[src/hw/bbank_pkg.sv]
// Purpose: Shared constants and types for the battery-backed register bank
// Assumes: Word-addressed internal register interface, byte offsets
// Notes: All fields reset to zero on the battery-domain reset
package bbank_pkg;
   localparam logic [7:0] OFF_CLOCK_SOURCE_SELECT = 8'h08;
   localparam logic [7:0] OFF_READ_INCREMENTING_COUNTER = 8'h20;
   localparam logic [7:0] OFF_COUNTER_UPPER_WORD = 8'h24;
   localparam logic [7:0] OFF_VIRTUAL_WIRE_BACKUP = 8'h28;

   localparam int BIT_CRYSTAL_INPUT_TYPE = 3;
   localparam int BIT_ALWAYS_ON_SOURCE_SELECT = 2;
   localparam int BIT_DOMAIN_PIN_SOURCE_SELECT = 1;
   localparam int BIT_BATTERY_ONLY_DOMAIN_OFF = 0;
   localparam int CLK_SEL_WIDTH = 4;
   localparam int WIRE_SAVE_WIDTH = 8;

   localparam logic [31:0] RESET_WORD = 32'h0000_0000;
   localparam logic [3:0] RESET_SEL = 4'h0;
   localparam logic [7:0] RESET_SAVE = 8'h00;

   // Activity window in system clocks: 32 kHz period is about 1526 clocks at 50 MHz
   localparam int CLK_HZ = 50_000_000;
   localparam int SLOW_HZ = 32_768;
   localparam int ACT_WINDOW_CYCLES = 4 * (CLK_HZ / SLOW_HZ);
   localparam int ACT_CNT_W = 13;

   typedef struct packed {
      logic crystalInputType;
      logic alwaysOnSourceSelect;
      logic domainPinSourceSelect;
      logic batteryOnlyDomainOff;
   } clk_sel_t;

   typedef struct packed {
      logic        valid;
      logic        write;
      logic [7:0]  addr;
      logic [31:0] wdata;
   } reg_req_t;

   typedef enum logic [1:0] {
      SRC_SILICON = 2'b00,
      SRC_CRYSTAL = 2'b01
   } ao_src_t;
endpackage

[src/hw/battery_backed_register_bank.sv]
// Purpose: Battery-backed register bank with slow-clock source selection
// Assumes: Clock pins and rail status arrive asynchronously; requests are synchronous
// Notes: Switch outputs are select levels for a glitch-free clock mux outside
`timescale 1ns/1ps
module battery_backed_register_bank #(
   parameter int ACT_WINDOW = bbank_pkg::ACT_WINDOW_CYCLES
) (
   input wire logic clk, // Host clock
   input wire logic rst_n, // Battery-domain reset, active low
   input wire bbank_pkg::reg_req_t req, // Register request
   output logic [31:0] rdata, // Read data
   output logic rvalid, // Read data valid pulse
   input wire logic crystalPinTwo, // Crystal pin activity, async
   input wire logic externalSlowClockPin, // External 32 kHz pin, async
   input wire logic mainRail, // Main rail powered, async
   output logic crystalSingleEnded, // Crystal input type in use
   output logic alwaysOnUseCrystal, // Always-on source is crystal
   output logic domainUsePin, // Domain clock taken from external pin
   output logic domainEnable // Slow clock domain running
);

   // ----------------------------------------
   // Input synchronisers
   // ----------------------------------------
   localparam int SYNC_STAGES = 3;
   localparam int N_ASYNC = 3;
   localparam int IDX_XTAL = 0;
   localparam int IDX_PIN = 1;
   localparam int IDX_RAIL = 2;
   logic [N_ASYNC-1:0] asyncIn;
   wire logic [N_ASYNC-1:0] syncEdge;
   wire logic [N_ASYNC-1:0] syncAgree;
   wire logic [N_ASYNC-1:0] syncLevel;
   logic xtalEdge, pinEdge;
   logic railOn, next_railOn;

   assign asyncIn = {mainRail, externalSlowClockPin, crystalPinTwo};

   // Three flops per pin; only the last two are read
   for (genvar g = 0; g < N_ASYNC; g++) begin : gSync
      logic [SYNC_STAGES-1:0] stages, next_stages;

      always_comb begin
         next_stages = {stages[SYNC_STAGES-2:0], asyncIn[g]};
      end

      always_ff @(posedge clk or negedge rst_n) begin
         if (!rst_n) begin
            stages <= '0;
         end else begin
            stages <= next_stages;
         end
      end

      // Second and third stages compared
      assign syncEdge[g] = stages[SYNC_STAGES-2] ^ stages[SYNC_STAGES-1];
      assign syncAgree[g] = ~syncEdge[g];
      assign syncLevel[g] = stages[SYNC_STAGES-1];
   end

   assign xtalEdge = syncEdge[IDX_XTAL];
   assign pinEdge = syncEdge[IDX_PIN];

   // Rail level moves only once second and third stages agree
   always_comb begin
      next_railOn = railOn;
      if (syncAgree[IDX_RAIL]) begin
         next_railOn = syncLevel[IDX_RAIL];
      end
   end

   always_ff @(posedge clk or negedge rst_n) begin
      if (!rst_n) begin
         railOn <= 1'b0;
      end else begin
         railOn <= next_railOn;
      end
   end

   // ----------------------------------------
   // Registers
   // ----------------------------------------
   // all state held on the battery domain
   bbank_pkg::clk_sel_t clkSel, next_clkSel;
   logic [31:0] readIncrementingCounter, next_readIncrementingCounter;
   logic [31:0] counterUpperWord, next_counterUpperWord;
   logic [3:0] wireIndexHighSave, next_wireIndexHighSave;
   logic [3:0] wireIndexLowSave, next_wireIndexLowSave;
   logic [31:0] next_rdata;
   logic next_rvalid;
   logic isRead, isWrite;

   function automatic logic hit(input logic [7:0] a, input logic [7:0] off);
      hit = (a == off);
   endfunction

   always_comb begin
      isRead = req.valid & ~req.write;
      isWrite = req.valid & req.write;
      next_clkSel = clkSel;
      next_readIncrementingCounter = readIncrementingCounter;
      next_counterUpperWord = counterUpperWord;
      next_wireIndexHighSave = wireIndexHighSave;
      next_wireIndexLowSave = wireIndexLowSave;
      next_rdata = 32'h0;
      next_rvalid = isRead;
      // Counter, unmapped offsets and reserved bits ignore writes
      if (isWrite && hit(req.addr, bbank_pkg::OFF_CLOCK_SOURCE_SELECT)) begin
         next_clkSel = req.wdata[bbank_pkg::CLK_SEL_WIDTH-1:0];
      end
      if (isWrite && hit(req.addr, bbank_pkg::OFF_COUNTER_UPPER_WORD)) begin
         next_counterUpperWord = req.wdata;
      end
      if (isWrite && hit(req.addr, bbank_pkg::OFF_VIRTUAL_WIRE_BACKUP)) begin
         next_wireIndexHighSave = req.wdata[7:4];
         next_wireIndexLowSave = req.wdata[3:0];
      end
      if (isRead) begin
         case (req.addr)
            bbank_pkg::OFF_CLOCK_SOURCE_SELECT: begin
               next_rdata = {28'h0, clkSel};
            end
            bbank_pkg::OFF_READ_INCREMENTING_COUNTER: begin
               next_rdata = readIncrementingCounter;
               next_readIncrementingCounter = readIncrementingCounter + 32'h1;
            end
            bbank_pkg::OFF_COUNTER_UPPER_WORD: begin
               next_rdata = counterUpperWord;
            end
            bbank_pkg::OFF_VIRTUAL_WIRE_BACKUP: begin
               next_rdata = {24'h0, wireIndexHighSave, wireIndexLowSave};
            end
            default: begin
               next_rdata = 32'h0;
            end
         endcase
      end
   end

   always_ff @(posedge clk or negedge rst_n) begin
      if (!rst_n) begin
         clkSel <= bbank_pkg::RESET_SEL;
         readIncrementingCounter <= bbank_pkg::RESET_WORD;
         counterUpperWord <= bbank_pkg::RESET_WORD;
         wireIndexHighSave <= bbank_pkg::RESET_SAVE[7:4];
         wireIndexLowSave <= bbank_pkg::RESET_SAVE[3:0];
         rdata <= bbank_pkg::RESET_WORD;
         rvalid <= 1'b0;
      end else begin
         clkSel <= next_clkSel;
         readIncrementingCounter <= next_readIncrementingCounter;
         counterUpperWord <= next_counterUpperWord;
         wireIndexHighSave <= next_wireIndexHighSave;
         wireIndexLowSave <= next_wireIndexLowSave;
         rdata <= next_rdata;
         rvalid <= next_rvalid;
      end
   end

   // ----------------------------------------
   // Activity detectors
   // ----------------------------------------
   localparam logic [bbank_pkg::ACT_CNT_W-1:0] WIN =
      bbank_pkg::ACT_CNT_W'(ACT_WINDOW);
   logic [bbank_pkg::ACT_CNT_W-1:0] xtalCnt, next_xtalCnt, pinCnt, next_pinCnt;
   logic xtalActive, next_xtalActive, pinActive, next_pinActive;
   bbank_pkg::ao_src_t aoState, next_aoState;

   always_comb begin
      next_xtalCnt = xtalCnt;
      next_xtalActive = xtalActive;
      // detection stops once crystal is in use
      if (aoState == bbank_pkg::SRC_CRYSTAL) begin
         if (!clkSel.alwaysOnSourceSelect) begin
            next_xtalCnt = '0;
            next_xtalActive = 1'b0;
         end
      end else if (xtalEdge) begin
         next_xtalCnt = '0;
         next_xtalActive = 1'b1;
      end else if (xtalCnt >= WIN) begin
         next_xtalActive = 1'b0;
      end else begin
         next_xtalCnt = xtalCnt + 1'b1;
      end
      next_pinCnt = pinCnt;
      next_pinActive = pinActive;
      if (pinEdge) begin
         next_pinCnt = '0;
         next_pinActive = 1'b1;
      end else if (pinCnt >= WIN) begin
         next_pinActive = 1'b0;
      end else begin
         next_pinCnt = pinCnt + 1'b1;
      end
   end

   // ----------------------------------------
   // Source selection
   // ----------------------------------------
   always_comb begin
      next_aoState = aoState;
      case (aoState)
         bbank_pkg::SRC_SILICON: begin
            if (clkSel.alwaysOnSourceSelect && xtalActive) begin
               next_aoState = bbank_pkg::SRC_CRYSTAL;
            end
         end
         bbank_pkg::SRC_CRYSTAL: begin
            // Clearing bit 2 returns to silicon at once
            if (!clkSel.alwaysOnSourceSelect) begin
               next_aoState = bbank_pkg::SRC_SILICON;
            end
         end
         default: begin
            next_aoState = bbank_pkg::SRC_SILICON;
         end
      endcase
   end

   // ----------------------------------------
   // Output select levels
   // ----------------------------------------
   logic next_crystalSingleEnded, next_alwaysOnUseCrystal, next_domainUsePin;
   logic next_domainEnable;

   always_comb begin
      next_crystalSingleEnded = clkSel.crystalInputType;
      next_alwaysOnUseCrystal = (aoState == bbank_pkg::SRC_CRYSTAL);
      // pin source with fallback, registered select
      next_domainUsePin = clkSel.domainPinSourceSelect & pinActive;
      next_domainEnable = next_railOn | ~clkSel.batteryOnlyDomainOff;
   end

   // detectors and source state to defaults
   always_ff @(posedge clk or negedge rst_n) begin
      if (!rst_n) begin
         xtalCnt <= '0;
         pinCnt <= '0;
         xtalActive <= 1'b0;
         pinActive <= 1'b0;
         aoState <= bbank_pkg::SRC_SILICON;
      end else begin
         xtalCnt <= next_xtalCnt;
         pinCnt <= next_pinCnt;
         xtalActive <= next_xtalActive;
         pinActive <= next_pinActive;
         aoState <= next_aoState;
      end
   end

   always_ff @(posedge clk or negedge rst_n) begin
      if (!rst_n) begin
         crystalSingleEnded <= 1'b0;
         alwaysOnUseCrystal <= 1'b0;
         domainUsePin <= 1'b0;
         domainEnable <= 1'b1;
      end else begin
         crystalSingleEnded <= next_crystalSingleEnded;
         alwaysOnUseCrystal <= next_alwaysOnUseCrystal;
         domainUsePin <= next_domainUsePin;
         domainEnable <= next_domainEnable;
      end
   end

endmodule // battery_backed_register_bank

[config.mk]
export PLATFORM = sky130hd
export DESIGN_NAME = battery_backed_register_bank
export DESIGN_NICKNAME = d
export VERILOG_FILES = /design/src/hw/bbank_pkg.sv /design/src/hw/battery_backed_register_bank.sv
export SDC_FILE = /design/constraint.sdc
export NUM_CORES = 1
export LEC_CHECK = 0
export BUFFER_PORTS_ARGS = -buffer_cell sky130_fd_sc_hd__buf_2
export CAP_MARGIN = 30
export CORE_AREA = 8 8 125 127
export CTS_BUF_LIST = sky130_fd_sc_hd__clkbuf_16
export DETAILED_ROUTE_END_ITERATION = 8
export DIE_AREA = 0 0 133 135
export PLACE_DENSITY_LB_ADDON = 0.08
export SYNTH_ARGS = -nofsm -noshare
export SYNTH_HDL_FRONTEND = slang
export SYNTH_SLANG_ARGS = --single-unit
export TNS_END_PERCENT = 50
[constraint.sdc]
create_clock -name clk -period 4.9 [get_ports clk]
set_input_delay 0.98 -clock clk [delete_from_list [all_inputs] [get_ports clk]]
set_output_delay 0.98 -clock clk [all_outputs]
set_load 0.05 [all_outputs]
==> impl_metrics.env, run 1 <==
export IMPL_arrival_ns=3.06
export IMPL_hp_class="flip-flop to flip-flop"
export IMPL_cts_max_path_buffers=2
export IMPL_syn_instance_count=539
export IMPL_outcome="finished, final reports clean"
export IMPL_maxSlewHeadroom=0.347
export IMPL_syn_area_sq_mm=0.00663
export IMPL_fp_dieW_microns=133
export IMPL_fin_tns_setup_ns=0
export IMPL_clock_skew_ns=0.00582
export IMPL_cts_tree="yes"
export IMPL_share_clk_of_total_power=0.446
export IMPL_rows=43
export IMPL_die_h_microns=135
export IMPL_ys_flop_type="dfrtp_1"
export IMPL_avgSynthCellArea_sq_um=12.3
export IMPL_p_comb_frac=0.051
export IMPL_dr_first_iter_drc_count=244
export IMPL_port_buffers=83
export IMPL_dieArea_sq_mm=0.0180
export IMPL_yosys_warnings=0
export IMPL_antenna_left=0
export IMPL_insertion_delay_ns=0.42
export IMPL_synth_seq_area_share=0.574
export IMPL_clkTransAtPathRegs_ns=0.06
export IMPL_diodes=0
export IMPL_ys_seq_elements=152
export IMPL_fin_nets=678
export IMPL_swShare=0.223
export IMPL_pre_cts_ws_ns=1.69
export IMPL_io_pins=84
export IMPL_fmax_ghz=0.362
export IMPL_sequentialPowerShare=0.504
export IMPL_cp_cell_sequence="buf_2 > nor4b_4 > nand2_2 > nor2_4 > mux2_2"
export IMPL_clkSinkCount=152
export IMPL_drv_slew=0
export IMPL_stdcell_area_sq_mm=0.00770
export IMPL_grt_max_degree=96
export IMPL_synth_edf_count=0
export IMPL_worstMarginPinSlew_ns=0.977
export IMPL_firstDrtPassIters=4
export IMPL_cts_hold_buf=0
export IMPL_p_sw_uw=577
export IMPL_final_setup_viol_count=0
export IMPL_hpwl_microns=9490
export IMPL_crit_slowest_cell="nor2_4"
export IMPL_final_util=0.566
export IMPL_grt_pass1_wl_microns=23300
export IMPL_finalCritPeriodShare=0.564
export IMPL_cp_max_fo=32
export IMPL_power_density_mw_per_mm2=335
export IMPL_start_util=0.487
export IMPL_routed_wl_microns=13700
export IMPL_grt_ovfl_total=0
export IMPL_maxCapViolCount=0
export IMPL_intPower_uw=2010
export IMPL_period_minus_slack_ns=2.77
export IMPL_post_cts_repair_setup_buffers=0
export IMPL_synthesis_nets=591
export IMPL_async_flop_share=1.00
export IMPL_grt_use_total=0.161
export IMPL_worstSetupStartpointType="input port"
export IMPL_num_vias=4373
export IMPL_antenna_found_initial=0
export IMPL_grt_setup_unrepaired="false"
export IMPL_wl_per_cell_microns=16.7
export IMPL_ir_drop_mv=0.266
export IMPL_grt_pass1_vias=4733
export IMPL_dpl_cell_area_sq_mm=0.00719
export IMPL_crit_required_ns=5.20
export IMPL_core_area_sq_mm=0.0136
export IMPL_hold_ws_ns=0.348
export IMPL_drive_gt1_frac=0.275
export IMPL_p_leak_uw=0.00369
export IMPL_cts_htree_levels=4
export IMPL_setup_ws_ns=2.13
export IMPL_cpPeakStageDelay_ns=0.80
export IMPL_cts_buffers=17
export IMPL_crit_type="input port to flip-flop"
export IMPL_drc=0
export IMPL_routabilityCongestion=0.780
export IMPL_post_drt_via_cell_ratio=5.34
export IMPL_synth_distinct_cells=62
export IMPL_crit_path_end_kind="flip-flop"
export IMPL_hold_viol=0
export IMPL_cts_root_buf="clkbuf_16"
export IMPL_cts_repair_resized=0
export IMPL_area_growth_pct=16.2
## power by group through the flow
| stage | sequential, uW | combinational (uW) | clock (uW) |
|---|---|---|---|
| global route | 1300 | 148 | 1240 |
| finish | 1300 | 131 | 1150 |
| detailed placement | 1320 | 134 | 0 |
| global placement | 1320 | 128 | 0 |
| floorplan | 1320 | 64.4 | 0 |
| CTS | 1300 | 135 | 1180 |
## worst max-delay path, delay by kind of cell
family / cells / cell delay (ns)
buffers and inverters: 1 / 0.28
multiplexers: 1 / 0.43
AND/OR/NAND/NOR: 3 / 1.37
## per-layer routing
layer	GRT usage	routed length, microns
met1	0.190	6130
met3	0.0442	505
met5	0	0
met4	0.0669	208
met2	0.273	6850
## state kept, by name (all words and copies together) (netlist names), 3 cells and up
name	cells
clkSel	3
counterUpperWord	32
gSync.stages	9
pinCnt	13
rdata	32
readIncrementingCounter	32
wireIndexHighSave	4
wireIndexLowSave	4
xtalCnt	13
## placed cells by master (no fill, tap or decap), types with 5 or more instances in the layout
cell type	synthesis	layout
mux2_2	50	50
o21ai_0	6	6
inv_1	9	10
nor2_1	53	53
dfrtp_1	151	151
clkbuf_16	0	17
xnor2_1	37	37
ha_1	5	5
mux2i_1	32	32
clkinv_1	0	8
nand4_1	14	14
buf_2	6	83
nand2_1	30	30
and3_1	14	14
a21oi_1	9	9
nand3_1	27	27
## worst paths after layout
| kind | start | end | slack (ns) | cells past startpoint |
|---|---|---|---|---|
| max | req[37] | counterUpperWord[23]$_DFFE_PN0P_ | 2.13 | 5 |
| min reg2reg | gSync[1].stages[0]$_DFF_PN0_ | gSync[1].stages[1]$_DFF_PN0_ | 0.35 | 0 |
| min in group asynchronous | rst_n | pinCnt[4]$_DFFE_PN0P_ | 0.64 | 1 |
| max in group asynchronous | rst_n | clkSel[2]$_DFFE_PN0P_ | 3.29 | 2 |
| min | gSync[1].stages[0]$_DFF_PN0_ | gSync[1].stages[1]$_DFF_PN0_ | 0.35 | 0 |
| max reg2reg | readIncrementingCounter[8]$_DFFE_PN0P_ | readIncrementingCounter[23]$_DFFE_PN0P_ | 2.77 | 6 |
## cell type report
cell class	instances	area [sq um]
well taps	180	225
fillers	1172	5910
clock inverters	15	93.8
multi-input cells	358	2670
clock buffers	17	425
flip-flops and latches	152	3800
repair buffers	88	457
inverters	9	33.8
## metrics by stage
stage	instances	total power, uW
after floorplan	539	1390
after global placement	785	1450
after detailed placement	787	1460
after CTS	819	2620
after global routing	819	2690
final	819	2580
## synthesized netlist by cell type (5+ instances only)
cell type,instances,area [sq um]
mux2i_1,32,320
ha_1,5,62.6
nand2_1,30,113
nand4_1,14,87.6
a21oi_1,9,45.0
o21ai_0,6,30.0
xnor2_1,37,324
mux2_2,50,563
nor2_1,53,199
and3_1,14,87.6
nand3_1,27,135
dfrtp_1,151,3780
inv_1,9,33.8
buf_2,6,30.0
buf_6,5,56.3
## logic make-up after synthesis
family                   count (synthesis)  share of synthesized area
AND/OR/NAND/NOR                        174                      0.141
XOR/XNOR                                41                     0.0542
adder cells (fa/ha/maj)                  6                     0.0109
AO/OA/AOI/OAI                           54                     0.0608
flip-flops                             152                      0.574
buffers and inverters                   29                     0.0243
multiplexers                            83                      0.135
Note: power is estimated with default switching activity, not from simulation.
==> run 2: changes to the inputs <==
- clock period: 4.9 -> 2.3 ns (I/O delays scaled with it)
==> run 2 against run 1 <==
Against the previous run:
- non-clock buffer count increased by 14
- first-iteration DRC count decreased by 33%
- setup slack worse by 1.7 ns
- clock power grew 120%
- cell count is 1.7% higher
- sequential cell count did not move
- utilization increased by 1.0 points
- clock-buffer cell count stayed put
- via count grew 2.0%
- combinational power rose by 120%
- highest routed layer unchanged
==> impl_metrics.env, run 2 (synthesis results as in run 1) <==
export IMPL_outcome="finished, final reports clean"
export IMPL_cts_root_buf="clkbuf_16"
export IMPL_grt_ovfl_total=0
export IMPL_core_area_sq_mm=0.0136
export IMPL_crit_type="flip-flop to flip-flop"
export IMPL_fmax_ghz=0.522
export IMPL_antenna_left=0
export IMPL_share_clk_of_total_power=0.453
export IMPL_power_density_mw_per_mm2=714
export IMPL_p_comb_frac=0.052
export IMPL_final_cells=833
export IMPL_grt_use_total=0.163
export IMPL_ir_drop_mv=0.503
export IMPL_stdcell_area_sq_mm=0.00785
export IMPL_final_common_cell="dfrtp_1"
export IMPL_hp_class="input port to async pin"
export IMPL_dpl_cell_count=801
export IMPL_port_buffers=83
export IMPL_drv_slew=0
export IMPL_swShare=0.230
export IMPL_dr_first_iter_drc_count=163
export IMPL_intPower_uw=4310
export IMPL_wl_per_cell_microns=16.7
export IMPL_hold_viol=0
export IMPL_hpwl_microns=9920
export IMPL_sequentialPowerShare=0.495
export IMPL_grt_pass1_wl_microns=23500
export IMPL_area_growth_pct=18.3
export IMPL_dieArea_sq_mm=0.0180
export IMPL_maxCapViolCount=0
export IMPL_drive_gt1_frac=0.302
export IMPL_insertion_delay_ns=0.41
export IMPL_arrival_ns=2.21
export IMPL_die_h_microns=135
export IMPL_cts_hold_buf=0
export IMPL_crit_required_ns=2.60
export IMPL_firstDrtPassIters=4
export IMPL_routed_wl_microns=13900
export IMPL_grt_setup_unrepaired="false"
export IMPL_grt_pass1_vias=4722
export IMPL_power_total_uw=5600
export IMPL_dpl_cell_area_sq_mm=0.00731
export IMPL_p_leak_uw=0.00377
export IMPL_cts_htree_levels=4
export IMPL_fp_dieW_microns=133
export IMPL_num_vias=4461
export IMPL_worstSetupStartpointType="flip-flop"
export IMPL_top_regs="counterUpperWord: 32 flops, rdata: 32 flops, readIncrementingCounter: 32 flops"
export IMPL_cts_max_path_buffers=2
export IMPL_cts_buffers=17
export IMPL_cts_repair_resized=0
export IMPL_mostFrequentLayoutCells="151 x dfrtp_1, 82 x buf_2, 53 x nor2_1"
export IMPL_hold_ws_ns=0.0248
export IMPL_finalCritPeriodShare=0.833
export IMPL_fin_tns_setup_ns=0
export IMPL_rows=43
export IMPL_start_util=0.487
export IMPL_fin_nets=692
export IMPL_routabilityCongestion=0.769
export IMPL_final_setup_viol_count=0
export IMPL_diodes=0
export IMPL_grt_max_degree=63
export IMPL_drc=0
export IMPL_clkTransAtPathRegs_ns=0.06
export IMPL_worstMarginPinSlew_ns=0.687
export IMPL_post_drt_via_cell_ratio=5.36
export IMPL_clock_skew_ns=0.00437
export IMPL_crit_path_end_kind="flip-flop"
export IMPL_p_sw_uw=1290
export IMPL_post_cts_repair_setup_buffers=0
export IMPL_antenna_found_initial=0
export IMPL_cts_tree="yes"
export IMPL_maxSlewHeadroom=0.540
export IMPL_period_minus_slack_ns=1.92
export IMPL_clkSinkCount=152
export IMPL_io_pins=84
export IMPL_cp_max_fo=15
==> run 2: changes by cell type in the layout (fill, tap and decap cells not counted) <==
cell | before | now
inv_1 | 10 | 11
clkinv_1 | 8 | 0
buf_4 | 4 | 18
buf_12 | 0 | 1
buf_2 | 83 | 82
clkinvlp_4 | 2 | 4
clkinv_2 | 3 | 6
clkinv_4 | 0 | 2
==> run 2: routing by layer <==
metal | GRT usage | vias to the layer above | share of wire
li1 | - | 2113 | -
met1 | 0.202 | 2266 | 0.45
met2 | 0.268 | 74 | 0.50
met3 | 0.0483 | 8 | 0.040
met4 | 0.0536 | 0 | 0.0080
met5 | 0 | - | 0
==> run 2: layout make-up <==
cell class	instances	area, sq um
timing repair buffer	102	577
sequential	152	3800
fill	1133	5770
multi-input combinational	358	2670
tap	180	225
clock buffer	17	425
clock inverter	15	115
inverter	9	33.8
==> run 2: path summary, 6_finish.rpt <==
| kind | start | slack [ns] | cells past startpoint | to |
|---|---|---|---|---|
| max in group asynchronous | rst_n | 1.52 | 2 | domainEnable$_DFF_PN1_ |
| min in group clk | mainRail | 0.15 | 1 | gSync[2].stages[0]$_DFF_PN0_ |
| min | rst_n | 0.02 | 1 | pinCnt[3]$_DFFE_PN0P_ |
| min reg2reg | gSync[1].stages[0]$_DFF_PN0_ | 0.36 | 0 | gSync[1].stages[1]$_DFF_PN0_ |
| max reg2reg | xtalCnt[6]$_DFFE_PN0P_ | 0.38 | 5 | xtalCnt[10]$_DFFE_PN0P_ |
| max | xtalCnt[6]$_DFFE_PN0P_ | 0.38 | 5 | xtalCnt[10]$_DFFE_PN0P_ |
==> run 2: critical path: stages, from the launching register on <==
cell and delay (ns):
dfrtp_1 0.41, and3_1 0.22, and3_1 0.21, o21a_1 0.34, o311a_1 0.36, a211o_1 0.26
==> run 2: power by group through the flow <==
stage | sequential (uW) | combinational [uW] | clock [uW]
2_1_floorplan | 2820 | 137 | 0
5_1_grt | 2780 | 329 | 2720
6_report | 2770 | 292 | 2540
3_3_place_gp | 2810 | 290 | 0
3_5_place_dp | 2820 | 299 | 0
4_1_cts | 2770 | 301 | 2610
==> run 2: stage by stage <==
step / setup slack, ns / utilization
5_1_grt: 0.271 / 0.576
3_5_place_dp: 0.178 / 0.537
4_1_cts: 0.389 / 0.576
3_3_place_gp: 0.231 / 0.537
6_report: 0.385 / 0.576
2_1_floorplan: 0.533 / -
